[config.mk]
export PLATFORM = sky130hd
export DESIGN_NAME = fec_ctrl
export DESIGN_NICKNAME = d
export VERILOG_FILES = /design/src/hdl/fec_pkg.sv /design/src/hdl/fec_bus_cycle.sv /design/src/hdl/fec_ctrl.sv
export SDC_FILE = /design/constraint.sdc
export NUM_CORES = 1
export LEC_CHECK = 0
export CAP_MARGIN = 5
export CORE_UTILIZATION = 50
export DETAILED_ROUTE_END_ITERATION = 16
export DONT_BUFFER_PORTS = 1
export HOLD_SLACK_MARGIN = 0.12
export PLACE_DENSITY_LB_ADDON = 0.25
export SYNTH_ARGS = -nofsm -noshare
export SYNTH_HDL_FRONTEND = slang
export SYNTH_HIERARCHICAL = 1
export SYNTH_SLANG_ARGS = --single-unit
[constraint.sdc]
create_clock -name clock -period 4.3 [get_ports clock]
set_clock_uncertainty 0.05 [all_clocks]
set_input_delay 1.29 -clock clock [delete_from_list [all_inputs] [get_ports clock]]
set_output_delay 1.29 -clock clock [all_outputs]
set_load 0.005 [all_outputs]
[src/hdl/fec_pkg.sv]
// Constants and types for the flash erase command controller
`default_nettype none
package fec_pkg;
	localparam int ADDR_W = 19;
	localparam int SECT_W = 3;
	localparam int CLK_MHZ = 40;
	// Unlock pairs: common defaults, adjust to the part in use
	localparam logic [ADDR_W-1:0] UNLOCK1_ADDR = 19'h00555;
	localparam logic [ADDR_W-1:0] UNLOCK2_ADDR = 19'h002AA;
	localparam logic [7:0] UNLOCK1_DATA = 8'hAA;
	localparam logic [7:0] UNLOCK2_DATA = 8'h55;
	localparam logic [7:0] CMD_SETUP = 8'h80;
	localparam logic [7:0] CMD_SECTOR = 8'h30;
	localparam logic [7:0] CMD_SUSPEND = 8'hB0;
	localparam logic [7:0] CMD_RESUME = 8'h30;
	localparam logic [7:0] CMD_RESET = 8'hF0;
	localparam int SECT_LSB = 16;
	// Bus timing of one strobe phase
	localparam int PHASE_NS = 100;
	localparam int PHASE_CYC = (PHASE_NS * CLK_MHZ + 999) / 1000;
	// Sector-load gap, a longest time: round down
	localparam int LOAD_GAP_US = 50;
	localparam int LOAD_GAP_CYC = LOAD_GAP_US * CLK_MHZ * 3 / 4;
	localparam int RESUME_GAP_MS = 10;
	localparam int RESUME_GAP_CYC = RESUME_GAP_MS * 1000 * CLK_MHZ;
	localparam int CNT_W = 20;
	// Status bit positions on the data bus
	localparam int POLL_BIT = 7;
	localparam int TOG1_BIT = 6;
	localparam int TMO_BIT = 5;
	localparam int ETMR_BIT = 3;
	localparam int STOG_BIT = 2;
	// AXI register offsets
	localparam logic [7:0] REG_CTRL = 8'h00;
	localparam logic [7:0] REG_SECT = 8'h04;
	localparam logic [7:0] REG_STAT = 8'h08;
	localparam logic [7:0] REG_LAST = 8'h0C;
	localparam logic [1:0] RESP_OKAY = 2'h0;
	localparam logic [1:0] RESP_SLVERR = 2'h2;
	// Command codes in the control register
	localparam logic [2:0] OP_NONE = 3'h0;
	localparam logic [2:0] OP_ERASE = 3'h1;
	localparam logic [2:0] OP_SUSPEND = 3'h2;
	localparam logic [2:0] OP_RESUME = 3'h3;
	localparam logic [2:0] OP_RESET = 3'h4;
	typedef enum logic [3:0] {
		FS_IDLE = 4'h0,
		FS_WRITE = 4'h1,
		FS_LOADGAP = 4'h3,
		FS_POLL = 4'h2,
		FS_DONE = 4'h6,
		FS_FAIL = 4'h7
	} fec_state_t;
endpackage : fec_pkg
`default_nettype wire

[src/hdl/fec_bus_cycle.sv]
// One asynchronous flash bus cycle, write or read, driven from the clock
`default_nettype none
module fec_bus_cycle
	import fec_pkg::*;
(
	input  wire logic              clock,
	input  wire logic              resetn,
	input  wire logic              start,
	input  wire logic              is_write,
	input  wire logic [ADDR_W-1:0] addr,
	input  wire logic [7:0]        wdata,
	input  wire logic [7:0]        dq_in,
	output logic                   busy,
	output logic                   done,
	output logic [7:0]             rdata_q,
	output logic [ADDR_W-1:0]      flash_addr_q,
	output logic [7:0]             dq_out_q,
	output logic                   dq_oe_q,
	output logic                   chip_select_n_q,
	output logic                   write_strobe_n_q,
	output logic                   output_gate_n_q
);
	logic [1:0] ph_q;
	logic [7:0] cnt_q;
	logic       wr_q;
	logic [7:0] sync1_q;
	logic [7:0] sync2_q;
	logic [7:0] sync3_q;
	wire        cnt_end = cnt_q == 8'(PHASE_CYC - 1);
	assign busy = ph_q != 2'h0;
	assign done = ph_q == 2'h3 && cnt_end;
	always_ff @(posedge clock)
	begin
		sync1_q <= dq_in;
		sync2_q <= sync1_q;
		sync3_q <= sync2_q;
	end
	// Address setup, strobe low, strobe high recovery; chip select held low
	// across the strobe so address latches on it and data on its rise
	always_ff @(posedge clock)
	begin
		if (!resetn)
		begin
			ph_q <= 2'h0;
			cnt_q <= 8'h00;
			wr_q <= 1'b0;
			rdata_q <= 8'h00;
			flash_addr_q <= '0;
			dq_out_q <= 8'h00;
			dq_oe_q <= 1'b0;
			chip_select_n_q <= 1'b1;
			write_strobe_n_q <= 1'b1;
			output_gate_n_q <= 1'b1;
		end
		else if (ph_q == 2'h0)
		begin
			if (start)
			begin
				ph_q <= 2'h1;
				cnt_q <= 8'h00;
				wr_q <= is_write;
				flash_addr_q <= addr;
				dq_out_q <= wdata;
				dq_oe_q <= is_write;
				chip_select_n_q <= 1'b0;
			end
		end
		else if (!cnt_end)
			cnt_q <= cnt_q + 8'h01;
		else
		begin
			cnt_q <= 8'h00;
			ph_q <= ph_q + 2'h1;
			if (ph_q == 2'h1)
			begin
				write_strobe_n_q <= !wr_q;
				output_gate_n_q <= wr_q;
			end
			else if (ph_q == 2'h2)
			begin
				// Second and third stages agree at the clock edge that ends the strobe
				if (sync2_q == sync3_q)
					rdata_q <= sync3_q;
				write_strobe_n_q <= 1'b1;
				output_gate_n_q <= 1'b1;
			end
			else
			begin
				ph_q <= 2'h0;
				chip_select_n_q <= 1'b1;
				dq_oe_q <= 1'b0;
			end
		end
	end
endmodule : fec_bus_cycle
`default_nettype wire

[src/hdl/fec_ctrl.sv]
// Flash erase controller: AXI4-Lite registers and command sequencer
//
// The AXI4-Lite register port and the register offsets were decided locally.
`default_nettype none
module fec_ctrl
	import fec_pkg::*;
(
	input  wire logic              clock,
	input  wire logic              resetn,
	input  wire logic [7:0]        s_axi_awaddr,
	input  wire logic              s_axi_awvalid,
	output logic                   s_axi_awready,
	input  wire logic [31:0]       s_axi_wdata,
	input  wire logic [3:0]        s_axi_wstrb,
	input  wire logic              s_axi_wvalid,
	output logic                   s_axi_wready,
	output logic [1:0]             s_axi_bresp,
	output logic                   s_axi_bvalid,
	input  wire logic              s_axi_bready,
	input  wire logic [7:0]        s_axi_araddr,
	input  wire logic              s_axi_arvalid,
	output logic                   s_axi_arready,
	output logic [31:0]            s_axi_rdata,
	output logic [1:0]             s_axi_rresp,
	output logic                   s_axi_rvalid,
	input  wire logic              s_axi_rready,
	output logic [ADDR_W-1:0]      flash_addr,
	input  wire logic [7:0]        flash_dq_in,
	output logic [7:0]             flash_dq_out,
	output logic                   flash_dq_oe,
	output logic                   chip_select_n,
	output logic                   write_strobe_n,
	output logic                   output_gate_n
);
	fec_state_t         state_q;
	logic [2:0]         op_q;
	logic [2:0]         step_q;
	logic [7:0]         sect_mask_q;
	logic [7:0]         pend_q;
	logic [SECT_W-1:0]  cur_sect_q;
	logic [CNT_W-1:0]   gap_q;
	logic [31:0]        resume_q;
	logic [7:0]         last_q;
	logic [7:0]         prev_q;
	logic               have_prev_q;
	logic               done_q;
	logic               fail_q;
	logic               susp_q;
	logic               req_q;
	logic [2:0]         req_op_q;
	logic               cyc_start;
	logic               cyc_write;
	logic [ADDR_W-1:0]  cyc_addr;
	logic [7:0]         cyc_data;
	logic               cyc_busy;
	logic               cyc_done;
	logic [7:0]         cyc_rdata;
	logic               aw_hold_q;
	logic               w_hold_q;
	logic [7:0]         aw_addr_q;
	logic [31:0]        w_data_q;
	logic [3:0]         w_strb_q;

	// AXI write path: address and data taken in either order
	wire aw_take = s_axi_awvalid && !aw_hold_q && !s_axi_bvalid;
	wire w_take = s_axi_wvalid && !w_hold_q && !s_axi_bvalid;
	assign s_axi_awready = !aw_hold_q && !s_axi_bvalid;
	assign s_axi_wready = !w_hold_q && !s_axi_bvalid;
	wire        wr_fire = aw_hold_q && w_hold_q;
	wire        wr_ctrl = aw_addr_q == REG_CTRL;
	wire        wr_sect = aw_addr_q == REG_SECT;
	wire        wr_ok = wr_ctrl || wr_sect;
	wire [2:0]  wr_op = w_data_q[2:0];
	wire        ctrl_new = wr_fire && wr_ctrl && w_strb_q[0] && wr_op != OP_NONE;
	wire [31:0] stat_word = {16'h0000, sect_mask_q, 1'b0, req_q, susp_q,
		fail_q, done_q, state_q == FS_POLL, state_q == FS_LOADGAP,
		state_q != FS_IDLE};

	always_ff @(posedge clock)
	begin
		if (!resetn)
		begin
			aw_hold_q <= 1'b0;
			w_hold_q <= 1'b0;
			aw_addr_q <= 8'h00;
			w_data_q <= 32'h0000_0000;
			w_strb_q <= 4'h0;
			s_axi_bvalid <= 1'b0;
			s_axi_bresp <= RESP_OKAY;
			sect_mask_q <= 8'h00;
		end
		else
		begin
			if (aw_take)
			begin
				aw_hold_q <= 1'b1;
				aw_addr_q <= s_axi_awaddr;
			end
			if (w_take)
			begin
				w_hold_q <= 1'b1;
				w_data_q <= s_axi_wdata;
				w_strb_q <= s_axi_wstrb;
			end
			if (wr_fire)
			begin
				aw_hold_q <= 1'b0;
				w_hold_q <= 1'b0;
				s_axi_bvalid <= 1'b1;
				s_axi_bresp <= wr_ok ? RESP_OKAY : RESP_SLVERR;
				if (wr_sect && w_strb_q[0])
					sect_mask_q <= w_data_q[7:0];
			end
			else if (s_axi_bready)
				s_axi_bvalid <= 1'b0;
		end
	end

	// AXI read path
	assign s_axi_arready = !s_axi_rvalid;
	wire [31:0] rd_word = s_axi_araddr == REG_CTRL ? {29'h0, req_op_q} :
		s_axi_araddr == REG_SECT ? {24'h0, sect_mask_q} :
		s_axi_araddr == REG_STAT ? stat_word :
		s_axi_araddr == REG_LAST ? {24'h0, last_q} : 32'h0000_0000;
	wire rd_ok = s_axi_araddr <= REG_LAST && s_axi_araddr[1:0] == 2'h0;
	always_ff @(posedge clock)
	begin
		if (!resetn)
		begin
			s_axi_rvalid <= 1'b0;
			s_axi_rdata <= 32'h0000_0000;
			s_axi_rresp <= RESP_OKAY;
		end
		else if (s_axi_arvalid && !s_axi_rvalid)
		begin
			s_axi_rvalid <= 1'b1;
			s_axi_rdata <= rd_word;
			s_axi_rresp <= rd_ok ? RESP_OKAY : RESP_SLVERR;
		end
		else if (s_axi_rready)
			s_axi_rvalid <= 1'b0;
	end

	// Sequence steps: address and data of each write cycle
	wire [ADDR_W-1:0] sect_addr = ADDR_W'({cur_sect_q, 16'h0000});
	wire [7:0] pend_low = pend_q & (~pend_q + 8'h01);
	wire       pend_more = (pend_q & ~pend_low) != 8'h00;
	// A fresh erase picks from the mask; pend_q is left empty by the last run
	wire [7:0] pick_src = state_q == FS_LOADGAP ? pend_q : sect_mask_q;
	logic [SECT_W-1:0] low_idx;
	always_comb
	begin
		low_idx = '0;
		for (int i = 7; i >= 0; i--)
			if (pick_src[i])
				low_idx = SECT_W'(i);
	end
	// Erase: unlock, unlock, setup, unlock, unlock, sector 30H
	always_comb
	begin
		cyc_addr = UNLOCK1_ADDR;
		cyc_data = UNLOCK1_DATA;
		case (op_q)
			OP_ERASE:
			case (step_q)
				3'h0, 3'h3: cyc_data = UNLOCK1_DATA;
				3'h1, 3'h4:
				begin
					cyc_addr = UNLOCK2_ADDR;
					cyc_data = UNLOCK2_DATA;
				end
				3'h2: cyc_data = CMD_SETUP;
				default:
				begin
					cyc_addr = sect_addr;
					cyc_data = CMD_SECTOR;
				end
			endcase
			OP_SUSPEND:
			begin
				cyc_addr = sect_addr;
				cyc_data = CMD_SUSPEND;
			end
			OP_RESUME:
			begin
				cyc_addr = sect_addr;
				cyc_data = CMD_RESUME;
			end
			default: cyc_data = CMD_RESET;
		endcase
	end

	wire gap_ok = resume_q == 32'h0;
	wire poll_done = have_prev_q && cyc_rdata[POLL_BIT] &&
		cyc_rdata[TOG1_BIT] == prev_q[TOG1_BIT];
	wire poll_fail = cyc_rdata[TMO_BIT] && !cyc_rdata[POLL_BIT];
	wire idle_now = state_q == FS_IDLE || state_q == FS_DONE ||
		state_q == FS_FAIL;
	// Suspend only has meaning while the erase runs, so it cuts in
	// between two status reads
	wire poll_susp = state_q == FS_POLL && op_q == OP_ERASE &&
		req_op_q == OP_SUSPEND;
	// Suspend waits out the resume spacing; other orders are not held by it
	wire req_go = req_q && (idle_now || poll_susp) && !cyc_busy &&
		(req_op_q != OP_SUSPEND || gap_ok);
	assign cyc_write = state_q != FS_POLL;
	// No read may start in the cycle that hands over to a write
	assign cyc_start = !cyc_busy && (state_q == FS_WRITE ||
		(state_q == FS_POLL && !req_go));

	always_ff @(posedge clock)
	begin
		if (!resetn)
		begin
			req_q <= 1'b0;
			req_op_q <= OP_NONE;
		end
		else if (ctrl_new)
		begin
			req_q <= 1'b1;
			req_op_q <= wr_op;
		end
		else if (req_go)
			req_q <= 1'b0;
	end

	always_ff @(posedge clock)
	begin
		if (!resetn)
			resume_q <= 32'h0;
		else if (req_go && req_op_q == OP_RESUME)
			resume_q <= 32'(RESUME_GAP_CYC);
		else if (!gap_ok)
			resume_q <= resume_q - 32'h1;
	end

	// Power-up: device already reads array data, so no write is needed
	always_ff @(posedge clock)
	begin
		if (!resetn)
		begin
			state_q <= FS_IDLE;
			op_q <= OP_NONE;
			step_q <= 3'h0;
			pend_q <= 8'h00;
			cur_sect_q <= '0;
			gap_q <= '0;
			last_q <= 8'h00;
			prev_q <= 8'h00;
			have_prev_q <= 1'b0;
			done_q <= 1'b0;
			fail_q <= 1'b0;
			susp_q <= 1'b0;
		end
		else
		case (state_q)
			FS_IDLE, FS_DONE, FS_FAIL:
			if (req_go)
			begin
				op_q <= req_op_q;
				step_q <= 3'h0;
				have_prev_q <= 1'b0;
				done_q <= 1'b0;
				state_q <= FS_WRITE;
				if (req_op_q == OP_ERASE)
				begin
					pend_q <= sect_mask_q;
					cur_sect_q <= low_idx;
					fail_q <= 1'b0;
				end
				else if (req_op_q == OP_RESET)
					fail_q <= 1'b0;
			end
			FS_WRITE:
			if (cyc_done)
			begin
				if (op_q == OP_ERASE && step_q != 3'h5)
					step_q <= step_q + 3'h1;
				else if (op_q == OP_ERASE)
				begin
					pend_q <= pend_q & ~pend_low;
					if (pend_more)
					begin
						// Next sector load must open within the timer window
						gap_q <= '0;
						state_q <= FS_LOADGAP;
					end
					else
						state_q <= FS_POLL;
				end
				else if (op_q == OP_SUSPEND)
				begin
					susp_q <= 1'b1;
					state_q <= FS_POLL;
				end
				else if (op_q == OP_RESUME)
				begin
					susp_q <= 1'b0;
					state_q <= FS_POLL;
				end
				else
				begin
					susp_q <= 1'b0;
					done_q <= 1'b1;
					state_q <= FS_DONE;
				end
			end
			FS_LOADGAP:
			begin
				cur_sect_q <= low_idx;
				gap_q <= gap_q + CNT_W'(1);
				// Only another 30H may follow here, or the erase is cancelled
				if (gap_q == CNT_W'(LOAD_GAP_CYC / 8))
					state_q <= FS_WRITE;
			end
			FS_POLL:
			if (req_go)
			begin
				op_q <= req_op_q;
				step_q <= 3'h0;
				have_prev_q <= 1'b0;
				state_q <= FS_WRITE;
			end
			else if (cyc_done)
			begin
				last_q <= cyc_rdata;
				prev_q <= cyc_rdata;
				have_prev_q <= 1'b1;
				if (poll_fail)
				begin
					fail_q <= 1'b1;
					state_q <= FS_FAIL;
				end
				else if (op_q == OP_SUSPEND && have_prev_q &&
					cyc_rdata[POLL_BIT] &&
					cyc_rdata[TOG1_BIT] == prev_q[TOG1_BIT])
				begin
					state_q <= FS_DONE;
					done_q <= 1'b1;
				end
				else if (op_q != OP_SUSPEND && poll_done)
				begin
					done_q <= 1'b1;
					state_q <= FS_DONE;
				end
			end
			default: state_q <= FS_IDLE;
		endcase
	end

	fec_bus_cycle u_cycle (
		.clock           (clock),
		.resetn          (resetn),
		.start           (cyc_start),
		.is_write        (cyc_write),
		.addr            (state_q == FS_POLL ? sect_addr : cyc_addr),
		.wdata           (cyc_data),
		.dq_in           (flash_dq_in),
		.busy            (cyc_busy),
		.done            (cyc_done),
		.rdata_q         (cyc_rdata),
		.flash_addr_q    (flash_addr),
		.dq_out_q        (flash_dq_out),
		.dq_oe_q         (flash_dq_oe),
		.chip_select_n_q (chip_select_n),
		.write_strobe_n_q(write_strobe_n),
		.output_gate_n_q (output_gate_n)
	);

	a_poll_gives_done: assert property (
		@(posedge clock) disable iff (!resetn)
		state_q == FS_POLL && cyc_done && op_q == OP_ERASE && poll_done &&
		!poll_fail |=> state_q == FS_DONE && done_q)
		else $error("erase completion not recognised");
	a_fail_sets_flag: assert property (
		@(posedge clock) disable iff (!resetn)
		state_q == FS_POLL && cyc_done && poll_fail |=> fail_q)
		else $error("timeout status not latched");
	a_resume_spacing: assert property (
		@(posedge clock) disable iff (!resetn)
		req_go && req_op_q == OP_SUSPEND |-> resume_q == 32'h0)
		else $error("suspend issued inside resume spacing");
	a_sixth_is_sector: assert property (
		@(posedge clock) disable iff (!resetn)
		state_q == FS_WRITE && op_q == OP_ERASE && step_q == 3'h5 |->
		cyc_data == CMD_SECTOR && cyc_addr == sect_addr)
		else $error("sixth erase cycle not a sector load");
	a_setup_third: assert property (
		@(posedge clock) disable iff (!resetn)
		state_q == FS_WRITE && op_q == OP_ERASE && step_q == 3'h2 |->
		cyc_data == CMD_SETUP)
		else $error("setup byte missing");
	a_gap_bounded: assert property (
		@(posedge clock) disable iff (!resetn)
		state_q == FS_LOADGAP |-> gap_q <= CNT_W'(LOAD_GAP_CYC))
		else $error("sector load gap too long");
	a_reset_data: assert property (
		@(posedge clock) disable iff (!resetn)
		state_q == FS_WRITE && op_q == OP_RESET |-> cyc_data == CMD_RESET)
		else $error("reset command byte wrong");
	a_strobe_order: assert property (
		@(posedge clock) disable iff (!resetn)
		$fell(write_strobe_n) |-> !chip_select_n && $stable(flash_addr))
		else $error("write strobe without chip select");
	a_start_idle: assert property (
		@(posedge clock)
		!resetn |=> state_q == FS_IDLE && chip_select_n)
		else $error("not idle after reset");
endmodule : fec_ctrl
`default_nettype wire

==> results.ini, run 1 <==
[final_layout]
areaGrowthSynthToFinish_pct=9.05
nets=1170
n_antenna_cell=0
post-route-cell-area_um2=10400
drive_above_1_share_pct=8.05
fin_cells=1340

[floorplanning]
core_area_um2=18800
ios=139
num_rows=50
start_util_pct=51.0
fp.dieW_um=140
die_area_um2=19700
die_h_um=140

[cts]
h-tree-depth=1
cts_buffer_depth=3
cts_buffers=23
cts_tree=yes
path_clk_slew_ns=0.06
holdBufCountCts=0
cts_sinks=209
cts-root-buf=clkbuf_16
postCtsSetupBuffers=0
cts_resized=0
clock_latency_ns=0.51

[placement]
dp_hpwl_mm=13.9
place_congestion=0.825
placed_area_um2=9620
port_buffers=0
place_inst=1299

[setup_path]
cp_common_cell=a21oi_1
cpLargestDelayFamily=simple AND/OR/NAND/NOR gates
crit_fanout=28
worst_ep_required_time_ns=4.60
start_kind=register
slowest_stage=nand2_1
endpoint_kind=register
worstSetupPathType=register to register
worst-path-buf-inv=3
crit_chain=inv_1, ha_1, inv_1, nand2b_1, a21oi_1, a41oi_1, a21oi_2, buf_4, nand2b_1, a21oi_1, nand2_1, nand2_1, a21oi_1
slowest_delay_ns=0.65
crit_arrival_ns=3.96

[logic_synthesis]
synth_edf_count=0
synthArstFlopShare_pct=0
syn_avg_cell_area_um2=8.64
ys_types=84
synthCells=1108
ys_seq_area_share_pct=43.7
syn_area_um2=9580
synth_seq_cells=209
synth_flop_cell=dfxtp_1
yosys_warnings=6

[sta]
fin_crit_ns=3.66
worstMarginPinSlew_ns=1.17
period_share_pct=85.2
rsz0062_at_grt=false
setup_viol_count_final=0
drv_slew=0
max_freq_mhz=273
finalHoldViolCount=0
setup_tns_ns=0
slew_headroom_pct=21.7

[routing]
drc=0
dr.pass1.iters=4
wirelength_mm=20.7
vias=7731
drt_iter0_drc=463
viasPerCell=5.77
postRouteAntennaNets=0
avgRoutedWirePerCell_um=15.4

[grt]
grt_max_degree=67
grt.total_usage_pct=21.2
grt_pass1_wl_mm=35.0
overflow=0
antenna_found_initial=0
grt_pass1_vias=7237

[job]
max_cap_violations=0

[worst_hold_path]
min_path_type=register to register

[pwr]
ir_worst_vdd_uv=342
power_leakage_nw=3.87
powerDensity_nw_per_um2=588

[run_status]
status=complete, no violations

## sequential cells by signal, indices dropped and copies added, names as in the netlist, 2 cells and up
| signal | count |
|---|---|
| resume_q | 32 |
| pend_q | 8 |
| cur_sect_q | 3 |
| u_cycle/rdata_q | 8 |
| w_data_q | 8 |
| req_op_q | 3 |
| u_cycle/cnt_q | 8 |
| s_axi_rdata | 16 |
| state_q | 3 |
| u_cycle/dq_out_q | 8 |
| sect_mask_q | 8 |
| u_cycle/flash_addr_q | 19 |
| u_cycle/sync2_q | 8 |
| u_cycle/ph_q | 2 |
| prev_q | 8 |
| gap_q | 20 |
| u_cycle/sync3_q | 8 |
| step_q | 3 |
| aw_addr_q | 8 |
| op_q | 3 |
| u_cycle/sync1_q | 8 |
## routing by layer
metal | wire (µm) | GRT usage (%) | vias to the layer above
met2 | 9540 | 35.1 | 182
met4 | 371 | 5.55 | 0
met1 | 9640 | 28.4 | 3633
met5 | 0 | 0 | -
li1 | - | - | 3883
met3 | 1150 | 3.86 | 33
## final timing paths
| path | startpoint | end | slack (ns) | cells past startpoint |
|---|---|---|---|---|
| max | u_cycle/ph_q[0]$_SDFFE_PN0P_ | u_cycle/flash_addr_q[12]$_SDFFE_PN0P_ | 0.64 | 13 |
| min | u_cycle/sync1_q[2]$_DFF_P_ | u_cycle/sync2_q[2]$_DFF_P_ | 0.28 | 0 |
| max reg2reg | u_cycle/ph_q[0]$_SDFFE_PN0P_ | u_cycle/flash_addr_q[12]$_SDFFE_PN0P_ | 0.64 | 13 |
| min reg2reg | u_cycle/sync1_q[2]$_DFF_P_ | u_cycle/sync2_q[2]$_DFF_P_ | 0.28 | 0 |
## worst reg2reg max path, stage by stage, from the launching register on
cell      delay, ns
dfxtp_1        0.38
inv_1          0.08
ha_1           0.29
inv_1          0.28
nand2b_1       0.21
a21oi_1        0.09
a41oi_1        0.26
a21oi_2        0.05
buf_4          0.22
nand2b_1       0.18
a21oi_1        0.41
nand2_1        0.65
nand2_1        0.27
a21oi_1        0.08
## kinds of logic after synthesis
kind of cell    share of synthesized area, %
simple gates                            24.9
mux                                     4.39
other cells                           0.0392
compound gates                          17.3
flops                                   43.7
buf+inv                                 5.12
fa+ha+maj                               1.70
xor+xnor                                2.83
## per-stage QoR
stage               setup WS [ns]  util (%)  hold WS, ns  power [mW]
floorplan                    1.37         -        0.260        3.77
global placement            0.721      51.3        0.260        4.04
detailed placement          0.668      51.3        0.264        4.06
CTS                         0.621      55.7        0.278        6.20
global route                0.264      55.7        0.284        6.53
finish                      0.637      55.7        0.276        6.14
## area by class of cell
cell class              instances  area (µm²)
fillers                      1742        8320
multi-input cells             824        4990
flip-flops and latches        209        4180
clock buffers                  24         589
well taps                     234         293
clock inverters                17         235
inverters                      22        82.6
repair buffers                 10        75.1
## synthesized netlist by cell type (all sizes together) (7+ instances only)
| library cell | count | area (µm²) |
|---|---|---|
| a21oi | 109 | 549 |
| a22oi | 15 | 123 |
| a32o | 7 | 70.1 |
| and2 | 10 | 62.6 |
| and3 | 12 | 75.1 |
| buf | 40 | 277 |
| clkbuf | 35 | 131 |
| dfxtp | 209 | 4180 |
| ha | 13 | 163 |
| inv | 22 | 82.6 |
| mux2i | 33 | 330 |
| nand2 | 178 | 668 |
| nand2b | 17 | 106 |
| nand3 | 36 | 198 |
| nand4 | 16 | 100 |
| nor2 | 93 | 364 |
| nor2b | 7 | 43.8 |
| nor3 | 28 | 173 |
| nor4 | 13 | 126 |
| o21ai | 42 | 210 |
| o31ai | 14 | 119 |
| or3 | 9 | 56.3 |
| or4 | 15 | 128 |
| xnor2 | 15 | 131 |
| xor2 | 16 | 140 |
## placed cells by master (no fill, tap or decap), drive strengths merged, types with 6 or more instances in the layout
cell type,count
dfxtp,209
nand2,178
a21oi,109
nor2,93
o21ai,42
nand3,36
mux2i,33
nor3,28
clkbuf,24
inv,24
conb,23
nand2b,17
nand4,16
xor2,16
xnor2,15
a22oi,15
or4,15
o31ai,14
ha,13
nor4,13
and3,12
and2,10
buf,10
or3,9
nor2b,7
a32o,7
nand3b,6
clkinv,6
## power by group
group	internal (mW)	total [mW]	switching [mW]
Combinational	0.598	1.63	1.03
Clock	1.30	2.12	0.811
Sequential	2.18	2.40	0.217
No activity file was read; power rests on OpenSTA's default activity.
==> run 2: changes to the inputs <==
--- a/config.mk
+++ b/config.mk
@@ -5,6 +5,7 @@
 export SDC_FILE = /design/constraint.sdc
 export NUM_CORES = 1
 export LEC_CHECK = 0
+export ABC_AREA = 1
 export CAP_MARGIN = 5
 export CORE_UTILIZATION = 50
 export DETAILED_ROUTE_END_ITERATION = 16
==> results.ini, run 2 <==
[setup_path]
endpoint_kind=register
worst_ep_required_time_ns=4.66  ; +0.06 ns
crit_arrival_ns=3.48  ; -0.48 ns
start_kind=register
worst-r2r-setup-slack_ns=1.18  ; +0.54 ns
worstSetupPathType=register to register
crit_fanout=29  ; +3.6%

[grt]
grt_max_degree=101  ; +51%
grt.total_usage_pct=21.9  ; +0.71 points
antenna_found_initial=0  ; unchanged
grt_pass1_vias=7747  ; +7.0%
overflow=0  ; unchanged
grt_pass1_wl_mm=36.7  ; +4.9%

[logic_synthesis]
synthSimpleGateAreaFrac_pct=31.4  ; +6.5 points
synth_fa_ha_area_share_pct=1.65  ; -0.052 points
ys_seq_area_share_pct=42.4  ; -1.3 points
synth_compound_area_share_pct=12.8  ; -4.6 points
synthArstFlopShare_pct=0  ; unchanged
synth_xor_xnor_area_share_pct=2.48  ; -0.35 points
synth_seq_cells=209  ; unchanged
synth_top_family_by_area=simple AND/OR/NAND/NOR gates
yosys.area.top_type=dfxtp_1
post-synth-top-count-cell=nor2_1
yosys_warnings=6  ; unchanged
synth_edf_count=0  ; unchanged
syn_area_um2=9880  ; +3.1%
synthCells=1412  ; +27%
ys_top_cells_by_count=nor2_1, nand2_1, dfxtp_1
synth_flop_cell=dfxtp_1
ys_types=49  ; -42%
synth_top_area_share_pct=42.4  ; -1.3 points
syn_avg_cell_area_um2=7.00  ; -19%
ys_top_cells_by_area=dfxtp_1, nor2_1, nand2_1
muxShareOfSynthArea_pct=0.203  ; -4.2 points

[final_layout]
largest_reg_flops=32  ; unchanged
mostFrequentLayoutCells=nor2_1, nand2_1, dfxtp_1
largest_register=resume_q
areaGrowthSynthToFinish_pct=9.18
reg.largest.list=resume_q: 32 flops, gap_q: 20 flops, u_cycle/flash_addr_q: 19 flops
nets=1488  ; +27%
finalCoreUtilization_pct=55.6  ; about the same
n_antenna_cell=0  ; unchanged
final_common_cell=nor2_1
drive_above_1_share_pct=6.81  ; -1.2 points

[placement]
port_buffers=0  ; unchanged
dp_hpwl_mm=15.5  ; +12%
post-place-ws_ns=1.25  ; +0.581 ns
place_congestion=0.868  ; +5.2%

[routing]
route.met3.wl_mm=1.06  ; -7.2%
top_layer=met4
avgRoutedWirePerCell_um=12.9  ; -16%
viasPerCell=5.13  ; -11%
drt-met1-wl_mm=9.78  ; +1.4%
vias=8664  ; +12%
drt_iter0_drc=503  ; +8.6%
postRouteAntennaNets=0  ; unchanged
drc=0  ; unchanged
dr.pass1.iters=7  ; +3
route.met2.wl_mm=10.5  ; +10%
wirelength_mm=21.9  ; +5.6%

[sta]
finalHoldViolCount=0  ; unchanged
setup_viol_count_final=0  ; unchanged
setup_tns_ns=0  ; unchanged
drv_slew=0  ; unchanged
max_freq_mhz=321  ; +17%
period_share_pct=72.5  ; -13 points
worstMarginPinSlew_ns=0.654  ; -0.519 ns
fin_crit_ns=3.12  ; -0.544 ns
rsz0062_at_grt=false
layout_setup_ws_ns=1.18  ; +0.544 ns
slew_headroom_pct=56.2  ; +34 points

[cts]
path_clk_slew_ns=0.06  ; about the same
cts_sinks=209  ; unchanged
cts_resized=0  ; unchanged
cts-root-buf=clkbuf_16
postCtsSetupBuffers=0  ; unchanged
holdBufCountCts=0  ; unchanged
cts_buffers=23  ; unchanged
h-tree-depth=1  ; unchanged
cts_tree=yes
clock_latency_ns=0.52  ; about the same
cts_buffer_depth=3  ; unchanged

[pwr]
ir_worst_vdd_uv=588  ; +72%
powerDensity_nw_per_um2=636  ; +8.2%
power_leakage_nw=4.47  ; +16%

[floorplanning]
num_rows=51  ; +2.0%
start_util_pct=50.9  ; -0.11 points
die_h_um=143  ; +1.5%
die_area_um2=20300  ; +3.1%
core_area_um2=19400  ; +3.4%
ios=139  ; unchanged
fp.dieW_um=143  ; +1.5%

[run_status]
status=complete, no violations

[worst_hold_path]
min_path_type=register to register

[job]
max_cap_violations=0  ; unchanged

run 2: worst max-delay path, cell delays in order (launching register included):
cell and delay, ns:
dfxtp_1 0.35, inv_1 0.09, ha_1 0.23, inv_2 0.15
or2_2 0.33, a21oi_2 0.14, nand2_2 0.25, a21oi_1 0.32
nor2_1 0.15, nand2_1 0.12, buf_4 0.29, inv_2 0.25
nor2_1 0.20, nor2_1 0.06
run 2: path summary, 6_finish.rpt:
path         depth (start not counted)                         start                                     to
min                                  0    u_cycle/sync1_q[3]$_DFF_P_             u_cycle/sync2_q[3]$_DFF_P_
min reg2reg                          0    u_cycle/sync1_q[3]$_DFF_P_             u_cycle/sync2_q[3]$_DFF_P_
max                                 13  u_cycle/ph_q[0]$_SDFFE_PN0P_  u_cycle/flash_addr_q[16]$_SDFFE_PN0P_
max reg2reg                         13  u_cycle/ph_q[0]$_SDFFE_PN0P_  u_cycle/flash_addr_q[16]$_SDFFE_PN0P_
run 2: layout make-up:
class | count | area, µm²
Clock buffer | 32 | 659
Fill cell | 1913 | 8610
Sequential cell | 209 | 4180
Clock inverter | 10 | 129
Inverter | 153 | 577
Tap cell | 265 | 332
Multi-Input combinational cell | 1018 | 4880
Timing Repair Buffer | 3 | 22.5
run 2: per-layer routing:
layer  vias up  global-route usage (%)
met5         -                       0
met4         0                    6.79
met3        34                    3.40
met2       200                    38.3
met1      3916                    27.6
li1       4514                       -
run 2: per-stage QoR:
step           power (mW)  cell area (µm²)  hold WS, ns  instances
3_3_place_gp         4.83            10000        0.261       1648
2_1_floorplan        4.43             9960        0.260       1434
5_1_grt              7.37            10800        0.284       1690
4_1_cts              6.91            10800        0.277       1690
6_report             6.86            10800        0.275       1690
3_5_place_dp         4.87            10000        0.264       1648
run 2: where the power goes:
part	internal [mW]	switching, mW
sequential	2.27	0.267
clock	1.25	0.770
combinational	0.789	1.52
run 2: cells by family (layout without fill, tap and decap cells):
logic type	count (synthesis)	count (layout)
AO/OA/AOI/OAI	236	236
AND/OR/NAND/NOR	716	716
other	1	23
flip-flops	209	209
multiplexers	2	2
XOR/XNOR	28	28
buffers and inverters	207	198
adder cells (fa/ha/maj)	13	13
==> run 3: changes to the inputs <==
==> constraint.sdc (replaced) <==
create_clock -name clock -period 2.9 [get_ports clock]
set_clock_uncertainty 0.05 [all_clocks]
set_input_delay 0.87 -clock clock [delete_from_list [all_inputs] [get_ports clock]]
set_output_delay 0.87 -clock clock [all_outputs]
set_load 0.005 [all_outputs]
==> results.ini, run 3 (same netlist as run 2, synthesis figures left out) <==
[run_status]
status=complete, no violations

[pwr]
p_total_mw=10.1  ; +47%
ir_worst_vdd_uv=546  ; -7.2%
power_leakage_nw=4.51  ; +0.84%
powerDensity_nw_per_um2=931  ; +46%

[cts]
cts_resized=0  ; unchanged
cts_buffer_depth=3  ; unchanged
holdBufCountCts=0  ; unchanged
h-tree-depth=1  ; unchanged
cts_buffers=23  ; unchanged
path_clk_slew_ns=0.05  ; about the same
clock_latency_ns=0.52  ; about the same
cts-root-buf=clkbuf_16
cts_tree=yes
cts_sinks=209  ; unchanged
postCtsSetupBuffers=0  ; unchanged

[setup_path]
crit_arrival_ns=2.86  ; -0.62 ns
endpoint_kind=register
start_kind=register
worstSetupPathType=register to register
crit_fanout=27  ; -6.9%
worst_ep_required_time_ns=3.30  ; -1.36 ns

[sta]
setup_tns_ns=0  ; unchanged
fin_crit_ns=2.47  ; -0.652 ns
setup_viol_count_final=0  ; unchanged
finalHoldViolCount=0  ; unchanged
max_freq_mhz=405  ; +26%
period_share_pct=85.0  ; +13 points
slew_headroom_pct=59.5  ; +3.3 points
drv_slew=0  ; unchanged
worstMarginPinSlew_ns=0.605  ; -0.0492 ns
rsz0062_at_grt=false

[placement]
dp_hpwl_mm=15.6  ; +0.86%
port_buffers=0  ; unchanged
place_congestion=0.914  ; +5.3%
placed_area_um2=10100  ; +0.75%

[final_layout]
finalCoreUtilization_pct=55.9  ; +0.28 points
n_antenna_cell=0  ; unchanged
multiInputGateArea_um2=4880  ; unchanged
nets=1498  ; +0.67%
reg.largest.list=resume_q: 32 flops, gap_q: 20 flops, u_cycle/flash_addr_q: 19 flops
drive_above_1_share_pct=7.40  ; +0.59 points
largest_reg_flops=32  ; unchanged
register_area_um2=4180  ; unchanged
nFillCells=1893  ; -1.0%
largest_register=resume_q
post-route-cell-area_um2=10800  ; +0.50%
final_common_cell=nor2_1
areaGrowthSynthToFinish_pct=9.73
mostFrequentLayoutCells=nor2_1, nand2_1, dfxtp_1

[floorplanning]
fp.dieW_um=143  ; unchanged
ios=139  ; unchanged
die_h_um=143  ; unchanged
die_area_um2=20300  ; unchanged
num_rows=51  ; unchanged
start_util_pct=50.9  ; unchanged
core_area_um2=19400  ; unchanged

[routing]
drc=0  ; unchanged
viasPerCell=5.08  ; -0.83%
dr.pass1.iters=9  ; +2
avgRoutedWirePerCell_um=12.7  ; -1.6%
drt_iter0_drc=471  ; -6.4%
wirelength_mm=21.6  ; -1.1%
postRouteAntennaNets=0  ; unchanged
vias=8633  ; -0.36%

[grt]
overflow=0  ; unchanged
grt_pass1_vias=7584  ; -2.1%
grt_max_degree=101  ; unchanged
grt.total_usage_pct=21.3  ; -0.56 points
antenna_found_initial=0  ; unchanged
grt_pass1_wl_mm=35.7  ; -2.7%

[worst_hold_path]
min_path_type=register to register

[job]
max_cap_violations=0  ; unchanged

## run 3: cell types whose count changed in the layout (fill, tap and decap cells not counted), sizes merged
cell    previous run  this run
buf                3        13
bufinv             3         1
clkbuf            32        34
clkinv             9         7
## run 3: metal layers
| layer | vias up | GRT usage (%) | part of all wire [%] |
|---|---|---|---|
| met1 | 3862 | 27.0 | 45 |
| li1 | 4525 | - | - |
| met2 | 206 | 37.0 | 48 |
| met5 | - | 0 | 0 |
| met3 | 40 | 3.43 | 4.9 |
| met4 | 0 | 6.62 | 2.6 |
## run 3: per-stage QoR
step	hold WS [ns]	worst slack, ns	instances
6_report	0.276	0.434	1698
5_1_grt	0.285	0.187	1698
4_1_cts	0.278	0.441	1698
3_5_place_dp	0.263	0.373	1658
3_3_place_gp	0.260	0.441	1658
2_1_floorplan	0.260	0.326	1434
## run 3: cell type report
class | count | share of cell area, %
Inverter | 153 | 5.32
Tap cell | 265 | 3.06
Clock buffer | 34 | 6.43
Sequential cell | 209 | 38.6
Multi-Input combinational cell | 1018 | 45.0
Clock inverter | 6 | 0.646
Timing Repair Buffer | 13 | 0.900
## run 3: final timing paths
path	to	slack [ns]	cells past startpoint	from
setup / recovery	u_cycle/dq_out_q[1]$_SDFFE_PN0P_	0.43	12	resume_q[18]$_SDFFE_PN0P_
hold / removal	u_cycle/sync2_q[0]$_DFF_P_	0.28	0	u_cycle/sync1_q[0]$_DFF_P_
setup reg to reg	u_cycle/dq_out_q[1]$_SDFFE_PN0P_	0.43	12	resume_q[18]$_SDFFE_PN0P_
hold reg to reg	u_cycle/sync2_q[0]$_DFF_P_	0.28	0	u_cycle/sync1_q[0]$_DFF_P_
## run 3: worst max-delay path, cell delays in order (launching register included)
cell and delay (ns):
dfxtp_1 0.34, nor2_1 0.20, nand2_1 0.12, nor2_1 0.20, nand2_1 0.14, o21ai_2 0.19, nand2_2 0.07, a21oi_1 0.27
nor2_1 0.14, nand2_1 0.18, buf_4 0.29, o21ai_0 0.13, nor2_1 0.08
## run 3: report_power, final
group          switching (mW)  internal (mW)  total (mW)  leakage (nW)
combinational            2.25           1.20        3.45          2.42
sequential              0.395           3.36        3.75          1.71
clock                    1.13           1.75        2.88         0.384
